--- src/design/ccr_pkg.sv ---
// Constants, field layout and operation codes of the condition code register.
`default_nettype none
package ccr_pkg;

	// ---------------------------------------------------------------
	// Field positions of the condition code word
	// ---------------------------------------------------------------
	localparam int unsigned STOP_BIT       = 15;
	localparam int unsigned MAC_OVF_BIT    = 14;
	localparam int unsigned HALF_CARRY_BIT = 13;
	localparam int unsigned MAC_EXT_BIT    = 12;
	localparam int unsigned NEGATIVE_BIT   = 11;
	localparam int unsigned ZERO_BIT       = 10;
	localparam int unsigned OVERFLOW_BIT   = 9;
	localparam int unsigned CARRY_BIT      = 8;
	localparam int unsigned MASK_LSB       = 5;
	localparam int unsigned MASK_WIDTH     = 3;
	localparam int unsigned SAT_BIT        = 4;
	localparam int unsigned BANK_LSB       = 0;
	localparam int unsigned BANK_WIDTH     = 4;

	// ---------------------------------------------------------------
	// Widths, value after reset and saturation limits
	// ---------------------------------------------------------------
	localparam int unsigned WORD_WIDTH     = 16;
	localparam int unsigned PC_WIDTH       = 16;
	localparam int unsigned ADDR_WIDTH     = 20;
	localparam int unsigned MAC_WIDTH      = 36;
	localparam int unsigned MAC_OVF_POS    = 35;
	localparam int unsigned MAC_EXT_POS    = 31;
	localparam int unsigned XFER_WIDTH     = 32;
	localparam logic [15:0] CCR_RESET      = 16'h80e0;
	localparam logic [31:0] SAT_POSITIVE   = 32'h7fff_ffff;
	localparam logic [31:0] SAT_NEGATIVE   = 32'h8000_0000;

	// ---------------------------------------------------------------
	// Whole-register operations, flag update classes and run states
	// ---------------------------------------------------------------
	typedef enum logic [1:0] {
		CCR_NONE,
		CCR_LOAD,
		CCR_AND,
		CCR_OR
	} ccr_op_type;

	typedef enum logic [2:0] {
		FLAG_NONE,
		FLAG_READ,
		FLAG_LOGIC,
		FLAG_ARITH,
		FLAG_BCD,
		FLAG_SHIFT
	} flag_op_type;

	typedef enum logic {
		RUN_ACTIVE,
		RUN_STOPPED
	} run_state_type;

endpackage : ccr_pkg
`default_nettype wire

--- src/design/condition_code_register.sv ---
// Condition code register of the processor core with flag update and control outputs.
`timescale 1ns/1ps
`default_nettype none

module condition_code_register (
	input  wire logic        i_clock,
	input  wire logic        i_rst_n,
	input  wire logic        i_clk_en,
	// Whole-word access.
	input  wire logic [1:0]  i_ccr_op,
	input  wire logic [15:0] i_ccr_wdata,
	output logic      [15:0] o_condition_code_word,
	// Flag updates from the execution datapath.
	input  wire logic [2:0]  i_flag_op,
	input  wire logic        i_wide,
	input  wire logic        i_subtract,
	input  wire logic        i_use_carry,
	input  wire logic [15:0] i_operand_a,
	input  wire logic [15:0] i_operand_b,
	input  wire logic [15:0] i_direct_result,
	input  wire logic        i_shift_out,
	output logic      [15:0] o_alu_result,
	output logic             o_shift_in,
	// Multiply-accumulate accumulator.
	input  wire logic        i_mac_update,
	input  wire logic [35:0] i_mac_prev,
	input  wire logic [35:0] i_mac_addend,
	input  wire logic [35:0] i_mac_acc,
	input  wire logic        i_xfer_rounded,
	input  wire logic        i_xfer_truncated,
	output logic      [31:0] o_xfer_data,
	output logic             o_xfer_valid,
	// Low-power halt.
	input  wire logic        i_halt_exec,
	input  wire logic        i_wake,
	output logic             o_stop_clocks,
	output logic             o_halt_as_nop,
	// Interrupts and instruction address.
	input  wire logic        i_irq_request,
	input  wire logic [2:0]  i_irq_level,
	output logic             o_irq_accept,
	input  wire logic [15:0] i_program_counter,
	output logic      [19:0] o_instruction_address
);

	// ---------------------------------------------------------------
	// Register state
	// ---------------------------------------------------------------
	logic [15:0]            ccr_q;
	logic [15:0]            ccr_d;
	logic                   mac_sign_q;
	ccr_pkg::run_state_type run_q;
	ccr_pkg::ccr_op_type    ccr_op;
	ccr_pkg::flag_op_type   flag_op;

	assign ccr_op  = ccr_pkg::ccr_op_type'(i_ccr_op);
	assign flag_op = ccr_pkg::flag_op_type'(i_flag_op);

	// ---------------------------------------------------------------
	// Named fields
	// ---------------------------------------------------------------
	logic       stop_nop;
	logic       mac_overflow_flag;
	logic       mac_extension_overflow_flag;
	logic       saturation_enable;
	logic [2:0] interrupt_mask_level;
	logic [3:0] program_bank_extension;
	logic       carry_flag;

	// Fixed word layout so software sees every field at a known bit.
	assign stop_nop                    = ccr_q[ccr_pkg::STOP_BIT];
	assign mac_overflow_flag           = ccr_q[ccr_pkg::MAC_OVF_BIT];
	assign mac_extension_overflow_flag = ccr_q[ccr_pkg::MAC_EXT_BIT];
	assign saturation_enable           = ccr_q[ccr_pkg::SAT_BIT];
	assign interrupt_mask_level        = ccr_q[ccr_pkg::MASK_LSB +: ccr_pkg::MASK_WIDTH];
	assign program_bank_extension      = ccr_q[ccr_pkg::BANK_LSB +: ccr_pkg::BANK_WIDTH];
	assign carry_flag                  = ccr_q[ccr_pkg::CARRY_BIT];

	// ---------------------------------------------------------------
	// Arithmetic evaluation
	// ---------------------------------------------------------------
	logic [15:0] alu_sum;
	logic        alu_v;
	logic        alu_c;
	logic        alu_h;

	// The carry flag feeds in only for operations that chain through it.
	alu_flag_eval u_eval (
		.i_operand_a  (i_operand_a),
		.i_operand_b  (i_operand_b),
		.i_carry_in   (i_use_carry & carry_flag),
		.i_subtract   (i_subtract),
		.i_wide       (i_wide),
		.o_result     (alu_sum),
		.o_overflow   (alu_v),
		.o_carry      (alu_c),
		.o_half_carry (alu_h)
	);

	// ---------------------------------------------------------------
	// Value that sets negative and zero
	// ---------------------------------------------------------------
	logic [15:0] nz_value;
	logic        nz_neg;
	logic        nz_zero;

	// Reads test the operand itself; logic and shift results come finished from the datapath.
	always_comb begin
		case (flag_op)
			ccr_pkg::FLAG_READ:  nz_value = i_operand_a;
			ccr_pkg::FLAG_LOGIC: nz_value = i_direct_result;
			ccr_pkg::FLAG_SHIFT: nz_value = i_direct_result;
			default:             nz_value = alu_sum;
		endcase
	end

	assign nz_neg  = i_wide ? nz_value[15] : nz_value[7];
	assign nz_zero = i_wide ? (nz_value == 16'h0000) : (nz_value[7:0] == 8'h00);

	// ---------------------------------------------------------------
	// Accumulator overflow detection
	// ---------------------------------------------------------------
	logic [36:0] mac_sum;
	logic        mac_ovf35;
	logic        mac_ovf31;
	logic        mac_true_sign;

	// A sign-extended 37-bit sum keeps the true sign even when bit 35 overflows.
	assign mac_sum       = {i_mac_prev[35], i_mac_prev} + {i_mac_addend[35], i_mac_addend};
	assign mac_true_sign = mac_sum[36];
	assign mac_ovf35     = mac_sum[36] != mac_sum[35];
	assign mac_ovf31     = mac_sum[36:31] != {6{mac_sum[31]}};

	// ---------------------------------------------------------------
	// Next value of the condition code word
	// ---------------------------------------------------------------
	// A whole-word instruction owns the cycle; otherwise each class touches only its own flags.
	always_comb begin
		ccr_d = ccr_q;
		case (ccr_op)
			ccr_pkg::CCR_LOAD: ccr_d = i_ccr_wdata;
			ccr_pkg::CCR_AND:  ccr_d = ccr_q & i_ccr_wdata;
			ccr_pkg::CCR_OR:   ccr_d = ccr_q | i_ccr_wdata;
			default: begin
				case (flag_op)
					ccr_pkg::FLAG_READ, ccr_pkg::FLAG_LOGIC: begin
						ccr_d[ccr_pkg::NEGATIVE_BIT] = nz_neg;
						ccr_d[ccr_pkg::ZERO_BIT]     = nz_zero;
					end
					ccr_pkg::FLAG_ARITH: begin
						ccr_d[ccr_pkg::NEGATIVE_BIT] = nz_neg;
						ccr_d[ccr_pkg::ZERO_BIT]     = nz_zero;
						ccr_d[ccr_pkg::OVERFLOW_BIT] = alu_v;
						ccr_d[ccr_pkg::CARRY_BIT]    = alu_c;
					end
					ccr_pkg::FLAG_BCD: begin
						ccr_d[ccr_pkg::NEGATIVE_BIT]   = nz_neg;
						ccr_d[ccr_pkg::ZERO_BIT]       = nz_zero;
						ccr_d[ccr_pkg::OVERFLOW_BIT]   = alu_v;
						ccr_d[ccr_pkg::CARRY_BIT]      = alu_c;
						ccr_d[ccr_pkg::HALF_CARRY_BIT] = alu_h;
					end
					ccr_pkg::FLAG_SHIFT: begin
						ccr_d[ccr_pkg::NEGATIVE_BIT] = nz_neg;
						ccr_d[ccr_pkg::ZERO_BIT]     = nz_zero;
						ccr_d[ccr_pkg::CARRY_BIT]    = i_shift_out;
					end
					default: ccr_d = ccr_q;
				endcase
				// The accumulator overflow flag stays set until software clears it.
				if (i_mac_update) begin
					ccr_d[ccr_pkg::MAC_EXT_BIT] = mac_ovf31;
					ccr_d[ccr_pkg::MAC_OVF_BIT] = ccr_q[ccr_pkg::MAC_OVF_BIT] | mac_ovf35;
				end
			end
		endcase
	end

	// Condition code word storage.
	always_ff @(posedge i_clock or negedge i_rst_n) begin
		if (!i_rst_n) begin
			ccr_q <= ccr_pkg::CCR_RESET;
		end else if (i_clk_en) begin
			ccr_q <= ccr_d;
		end
	end

	// True sign of the last accumulation sum, bit 36, taken on every update made with no whole-word operation, used to pick the clamp value.
	always_ff @(posedge i_clock or negedge i_rst_n) begin
		if (!i_rst_n) begin
			mac_sign_q <= 1'b0;
		end else if (i_clk_en && i_mac_update && ccr_op == ccr_pkg::CCR_NONE) begin
			mac_sign_q <= mac_true_sign;
		end
	end

	// ---------------------------------------------------------------
	// Result register and shift input
	// ---------------------------------------------------------------
	// Sum of the last add or subtract, held until the next one so the core may read it late.
	always_ff @(posedge i_clock or negedge i_rst_n) begin
		if (!i_rst_n) begin
			o_alu_result <= 16'h0000;
		end else if (i_clk_en && (flag_op == ccr_pkg::FLAG_ARITH || flag_op == ccr_pkg::FLAG_BCD)) begin
			o_alu_result <= alu_sum;
		end
	end

	// Rotates take the old carry into the vacated end.
	assign o_shift_in = carry_flag;

	// ---------------------------------------------------------------
	// Accumulator transfers with saturation
	// ---------------------------------------------------------------
	logic [31:0] xfer_value;
	logic [15:0] xfer_high_rounded;

	// Rounding wraps at the top; saturation covers the overflowed case that matters.
	assign xfer_high_rounded = i_mac_acc[31:16] + {15'h0000, i_mac_acc[15]};

	// Saturation wins over both transfer forms, since a wrapped value is worse than a clamped one.
	always_comb begin
		if (saturation_enable && (mac_overflow_flag || mac_extension_overflow_flag)) begin
			xfer_value = mac_sign_q ? ccr_pkg::SAT_NEGATIVE : ccr_pkg::SAT_POSITIVE;
		end else if (i_xfer_rounded) begin
			xfer_value = {xfer_high_rounded, 16'h0000};
		end else begin
			xfer_value = i_mac_acc[31:0];
		end
	end

	// The valid pulse lasts one cycle; the data holds until the next transfer.
	always_ff @(posedge i_clock or negedge i_rst_n) begin
		if (!i_rst_n) begin
			o_xfer_data  <= 32'h0000_0000;
			o_xfer_valid <= 1'b0;
		end else if (i_clk_en) begin
			o_xfer_valid <= i_xfer_rounded | i_xfer_truncated;
			if (i_xfer_rounded || i_xfer_truncated) begin
				o_xfer_data <= xfer_value;
			end
		end
	end

	// ---------------------------------------------------------------
	// Low-power halt sequencing
	// ---------------------------------------------------------------
	// The stop request holds until the wake event; a set stop bit turns the halt into a pulse.
	always_ff @(posedge i_clock or negedge i_rst_n) begin
		if (!i_rst_n) begin
			run_q         <= ccr_pkg::RUN_ACTIVE;
			o_halt_as_nop <= 1'b0;
		end else if (i_clk_en) begin
			o_halt_as_nop <= 1'b0;
			case (run_q)
				ccr_pkg::RUN_ACTIVE: begin
					if (i_halt_exec && !stop_nop) begin
						run_q <= ccr_pkg::RUN_STOPPED;
					end else if (i_halt_exec) begin
						o_halt_as_nop <= 1'b1;
					end
				end
				ccr_pkg::RUN_STOPPED: begin
					if (i_wake) begin
						run_q <= ccr_pkg::RUN_ACTIVE;
					end
				end
				default: run_q <= ccr_pkg::RUN_ACTIVE;
			endcase
		end
	end

	// The stop level comes straight from the state register, never from an input.
	assign o_stop_clocks = (run_q == ccr_pkg::RUN_STOPPED);

	// ---------------------------------------------------------------
	// Interrupt masking and instruction address
	// ---------------------------------------------------------------
	// Both are combinational so a new mask or bank applies from the very next request.
	assign o_irq_accept          = i_irq_request && (i_irq_level > interrupt_mask_level);
	assign o_instruction_address = {program_bank_extension, i_program_counter};

	// Software reads the whole word straight from storage.
	assign o_condition_code_word = ccr_q;

endmodule : condition_code_register
`default_nettype wire

--- src/design/alu_flag_eval.sv ---
// Adder with carry, borrow, overflow and half-carry detection for 8 or 16 bits.
`timescale 1ns/1ps
`default_nettype none

module alu_flag_eval (
	input  wire logic [15:0] i_operand_a,
	input  wire logic [15:0] i_operand_b,
	input  wire logic        i_carry_in,
	input  wire logic        i_subtract,
	input  wire logic        i_wide,
	output logic      [15:0] o_result,
	output logic             o_overflow,
	output logic             o_carry,
	output logic             o_half_carry
);

	// ---------------------------------------------------------------
	// Addition, subtraction done as addition of the complement
	// ---------------------------------------------------------------
	logic [15:0] b_eff;
	logic        cin_eff;
	logic [16:0] sum;
	logic        carry8;
	logic        carry16;
	logic        sign_a;
	logic        sign_b;
	logic        sign_r;

	// A borrow in is an inverted carry in, so subtraction needs no second adder.
	assign b_eff   = i_subtract ? ~i_operand_b : i_operand_b;
	assign cin_eff = i_subtract ? ~i_carry_in : i_carry_in;
	assign sum     = {1'b0, i_operand_a} + {1'b0, b_eff} + {16'h0000, cin_eff};

	// Carry out of a bit position is recovered from the sum bit above it.
	assign carry8  = i_operand_a[8] ^ b_eff[8] ^ sum[8];
	assign carry16 = sum[16];
	assign sign_a  = i_wide ? i_operand_a[15] : i_operand_a[7];
	assign sign_b  = i_wide ? b_eff[15] : b_eff[7];
	assign sign_r  = i_wide ? sum[15] : sum[7];

	// A borrow is reported where the complemented addition made no carry.
	assign o_result     = sum[15:0];
	assign o_carry      = (i_wide ? carry16 : carry8) ^ i_subtract;
	assign o_overflow   = (sign_a == sign_b) && (sign_r != sign_a);
	assign o_half_carry = i_operand_a[4] ^ b_eff[4] ^ sum[4];

endmodule : alu_flag_eval
`default_nettype wire

--- config.mk ---
export PLATFORM = sky130hd
export DESIGN_NAME = condition_code_register
export DESIGN_NICKNAME = d
export VERILOG_FILES = /design/src/design/ccr_pkg.sv /design/src/design/condition_code_register.sv /design/src/design/alu_flag_eval.sv
export SDC_FILE = /design/constraint.sdc
export NUM_CORES = 1
export LEC_CHECK = 0
export BUFFER_PORTS_ARGS = -buffer_cell sky130_fd_sc_hd__buf_2
export CELL_PAD_IN_SITES_DETAIL_PLACEMENT = 0
export CELL_PAD_IN_SITES_GLOBAL_PLACEMENT = 1
export CORE_AREA = 5 5 140 142
export CTS_CLUSTER_DIAMETER = 200
export DETAILED_ROUTE_END_ITERATION = 16
export DIE_AREA = 0 0 145 147
export PLACE_DENSITY_LB_ADDON = 0.1
export SLEW_MARGIN = 20
export SYNTH_ARGS = -nofsm -noshare
export SYNTH_HDL_FRONTEND = slang
export SYNTH_SLANG_ARGS = --single-unit
--- constraint.sdc ---
create_clock -name i_clock -period 4.5 [get_ports i_clock]
set_clock_uncertainty 0.1 [all_clocks]
set_input_delay 0.675 -clock i_clock [delete_from_list [all_inputs] [get_ports i_clock]]
set_output_delay 0.675 -clock i_clock [all_outputs]
set_load 0.1 [all_outputs]
==> Flow_metrics.wiki <==
{| class="wikitable"
! Metric !! Value
|-
| Number of cell rows || 50
|-
| Layout-stage area growth over the synthesis result || 29.7%
|-
| Number of DRC violations after detailed routing || 0
|-
| Share of layout cells above drive strength 1 || 0.321
|-
| Combined area of all synthesized cells || 5840 um2
|-
| CTS clk-pin slew, worst paths || 0.06 ns
|-
| DIE WIDTH || 145 um
|-
| Stage delay of the slowest cell on the critical path || 0.44 ns
|-
| Post-Synth Adder-Cell Area || 0.125
|-
| Kind of end point of the critical path || flip-flop
|-
| Port buffer count || 261
|-
| Total Routed Length || 19,400 um
|-
| Endpoints failing setup || 0
|-
| Crit path kind || reg -> reg
|-
| DRT antenna net count || 0
|-
| Sequential fraction of the synthesis area || 0.292
|-
| Cell area power density || 545 nW/um2
|-
| Count of boundary I/O pins || 298
|-
| Number of gates resized after CTS || 0
|-
| Worst Slack Setup Final || 0.852 ns
|-
| Standard cell core area || 18,300 um2
|-
| Crit path cell chain || nand2_1 > xor2_1 > fa_1 > inv_1 > fa_1 > a21o_1 > a221o_1 > o41ai_1 > buf_4 > inv_1 > a31oi_1 > xor2_1 > nand3_1 > o31ai_1 > a21o_1
|-
| Power consumption || 4.13 mW
|-
| CTS tree || built
|-
| Cell at the root of the clock tree || sky130_fd_sc_hd__clkbuf_16
|-
| Number of antenna violations at the first check in global routing || 1
|-
| Peak fanout along the critical path || 5
|-
| Clk buf depth || 2
|-
| DIE AREA || 21,300 um2
|-
| Clock latency reported for the late side of the worst-skew pair || 0.34 ns
|-
| Clock period minus worst slack || 3.65 ns
|-
| Util after Layout || 0.413
|-
| Compound-cell area share of the yosys netlist || 0.251
|-
| Measured slew at the worst slew-check pin || 0.912 ns
|-
| Half-perimeter wire length after detailed placement || 15,600 um
|-
| Critical path data arrival time || 3.82 ns
|-
| Drt pass-1 iters || 6
|-
| Slowest stage cell on the critical path || sky130_fd_sc_hd__dfrtp_1
|-
| Area of the multi-input gates || 3800 um2
|-
| Combinational family with the most area after synthesis || compound AO/OA/AOI/OAI gates
|-
| Synthesis warning total || 0
|-
| Total overflow reported by the global router || 0
|-
| Area share of xor/xnor cells in the synthesized design || 0.0705
|-
| Worst slack, placed || 0.483 ns
|-
| Post-synthesis sequential element count || 68
|-
| Worst setup SP type || flip-flop
|-
| Last weighted congestion value of the routability-driven placer || 0.837
|-
| Total non-filler cell area in the finished layout || 7570 um2
|-
| Count of different cell masters after synthesis || 67
|-
| Max Freq || 274 MHz
|-
| Max Cap Viol || 0
|-
| Peak ir drop on the vdd network || 0.415 mV
|-
| Summed negative setup slack over all endpoints || 0 ns
|-
| Slew Limit Headroom || 0.388
|-
| Nets in the synthesized netlist || 979
|-
| Hold/Removal Path Class || in -> async
|-
| Total setup buffers inserted after CTS || 0
|-
| Largest net degree at the start of global routing || 69
|-
| Number of design-rule violations left by the first detailed-router iteration || 243
|-
| Top delay family on crit path || compound AO/OA/AOI/OAI gates
|-
| Ratio of routed vias to standard cells || 5.05
|-
| Number of buffers added to fix hold violations after cts || 0
|-
| Post-Synth Simple-Gate Area || 0.181
|-
| Via count of the first global-routing pass || 6,098
|-
| Static leakage power || 3.68 nW
|-
| Total area of sequential cells || 1710 um2
|-
| Result of the run || finished, final reports clean
|-
| RSZ-0062 raised after global routing || no
|-
| Overall routing resource usage || 0.174
|-
| Count of fill cells added during filler insertion || 1,995
|-
| Final period util || 0.811
|-
| Number of enable-type register cells in the synthesized netlist || 0
|-
| Final Hold Violating Endpoints || 0
|-
| Async SR Flop Fraction || 1.00
|-
| Buffers and inverters on the worst path || 3
|-
| Initial cell density of the core || 0.318
|-
| Clk sinks || 68
|-
| Average detailed-routed wire length per instance || 16.3 um
|-
| Cells after synthesis || 713
|-
| Number of nets in the final layout || 1,210
|-
| Req. time, crit path || 4.67 ns
|-
| Global-route wire length before repair || 30,600 um
|-
| Placed cell areas || 7220 um2
|-
| Multiplexer share of the synthesized area || 0.0208
|-
| Routed vias || 5,985
|-
| Count of pins over their slew limit || 0
|-
| Most used DFF post-synth || sky130_fd_sc_hd__dfrtp_1
|-
| Total number of H-tree levels || 3
|-
| Vertical extent of the die || 147 um
|-
| Number of CTS-inserted buffers || 9
|-
| Synthesized area divided by synthesized cell count || 8.19 um2
|}
## layer usage
| metal | global-route usage | share of wire | up-vias |
|---|---|---|---|
| li1 | - | - | 3041 |
| met1 | 0.219 | 0.45 | 2749 |
| met2 | 0.302 | 0.49 | 173 |
| met3 | 0.0308 | 0.047 | 22 |
| met4 | 0.0570 | 0.013 | 0 |
| met5 | 0 | 0 | - |
## logic make-up (layout without fill, tap and decap cells)
logic type / count (synthesis) / in the layout
adders and majority gates: 57 / 57
buffers and inverters: 69 / 305
DFF: 68 / 68
muxes: 11 / 11
other: 0 / 2
xor gates and xnor gates: 47 / 47
AOI/OAI and AO/OA: 227 / 227
and+or+nand+nor: 234 / 234
## metrics by stage
stage	hold slack [ns]	cells
after floorplan	0.279	713
after global placement	0.351	1167
after detailed placement	0.361	1167
after CTS	0.374	1183
after global routing	0.400	1184
final	0.362	1185
## worst reg2reg max path, delay by kind of cell, from the launching register on
family	cells	cell delay [ns]
AOI/OAI and AO/OA	6	1.49
xor gates and xnor gates	2	0.40
adders and majority gates	2	0.62
buffers and inverters	3	0.30
DFF	1	0.44
and+or+nand+nor	2	0.24
## layout make-up
class,count,area share
diodes,2,0.000661
clock inverters,6,0.0147
inverters,23,0.0114
well taps,234,0.0387
clock buffers,10,0.0302
repair buffers,266,0.178
multi-input cells,576,0.501
flip-flops and latches,68,0.225
## flip-flops by register name, summed over array words and instances, names as in the netlist
name and count:
o_xfer_data 32, o_alu_result 16, o_condition_code_word 16, mac_sign_q 1, o_halt_as_nop 1, o_stop_clocks 1
o_xfer_valid 1
## final timing paths
path	start	to	slack, ns	cells past startpoint
max	o_condition_code_word[8]	o_condition_code_word[10]	0.85	15
min	i_rst_n	o_condition_code_word[0]	0.36	1
max reg2reg	o_condition_code_word[8]	o_condition_code_word[10]	0.85	15
min reg2reg	o_xfer_data[18]	o_xfer_data[18]	0.37	2
max in group asynchronous	i_rst_n	o_xfer_data[4]	3.34	1
min in group i_clock	o_xfer_data[18]	o_xfer_data[18]	0.37	2
## Yosys cell counts, types with 15 or more instances
cell                        n  area share
sky130_fd_sc_hd__a21oi_1   66       0.057
sky130_fd_sc_hd__a22o_1    15       0.023
sky130_fd_sc_hd__buf_4     21       0.027
sky130_fd_sc_hd__clkbuf_1  22       0.014
sky130_fd_sc_hd__dfrtp_1   64        0.27
sky130_fd_sc_hd__ha_1      55        0.12
sky130_fd_sc_hd__inv_1     22       0.014
sky130_fd_sc_hd__nand2_1   95       0.061
sky130_fd_sc_hd__nand3_1   19       0.016
sky130_fd_sc_hd__nor2_1    58       0.037
sky130_fd_sc_hd__o21ai_0   55       0.047
sky130_fd_sc_hd__xnor2_1   22       0.033
sky130_fd_sc_hd__xor2_1    25       0.038
## cell usage in the layout, fill, tap and decap left out, drive strengths merged, types with 16 or more instances in the layout
cell type	count
nand3	19
inv	23
dfrtp	64
xnor2	22
a21oi	66
nor2	58
ha	55
nand2	95
a22o	16
xor2	25
o21ai	59
buf	266
## power breakdown
group / switching, mW / total (mW) / internal (mW)
sequential: 0.111 / 0.902 / 0.790
combinational: 1.91 / 2.40 / 0.490
clock: 0.286 / 0.828 / 0.543
(Power assumes the default switching activity.)
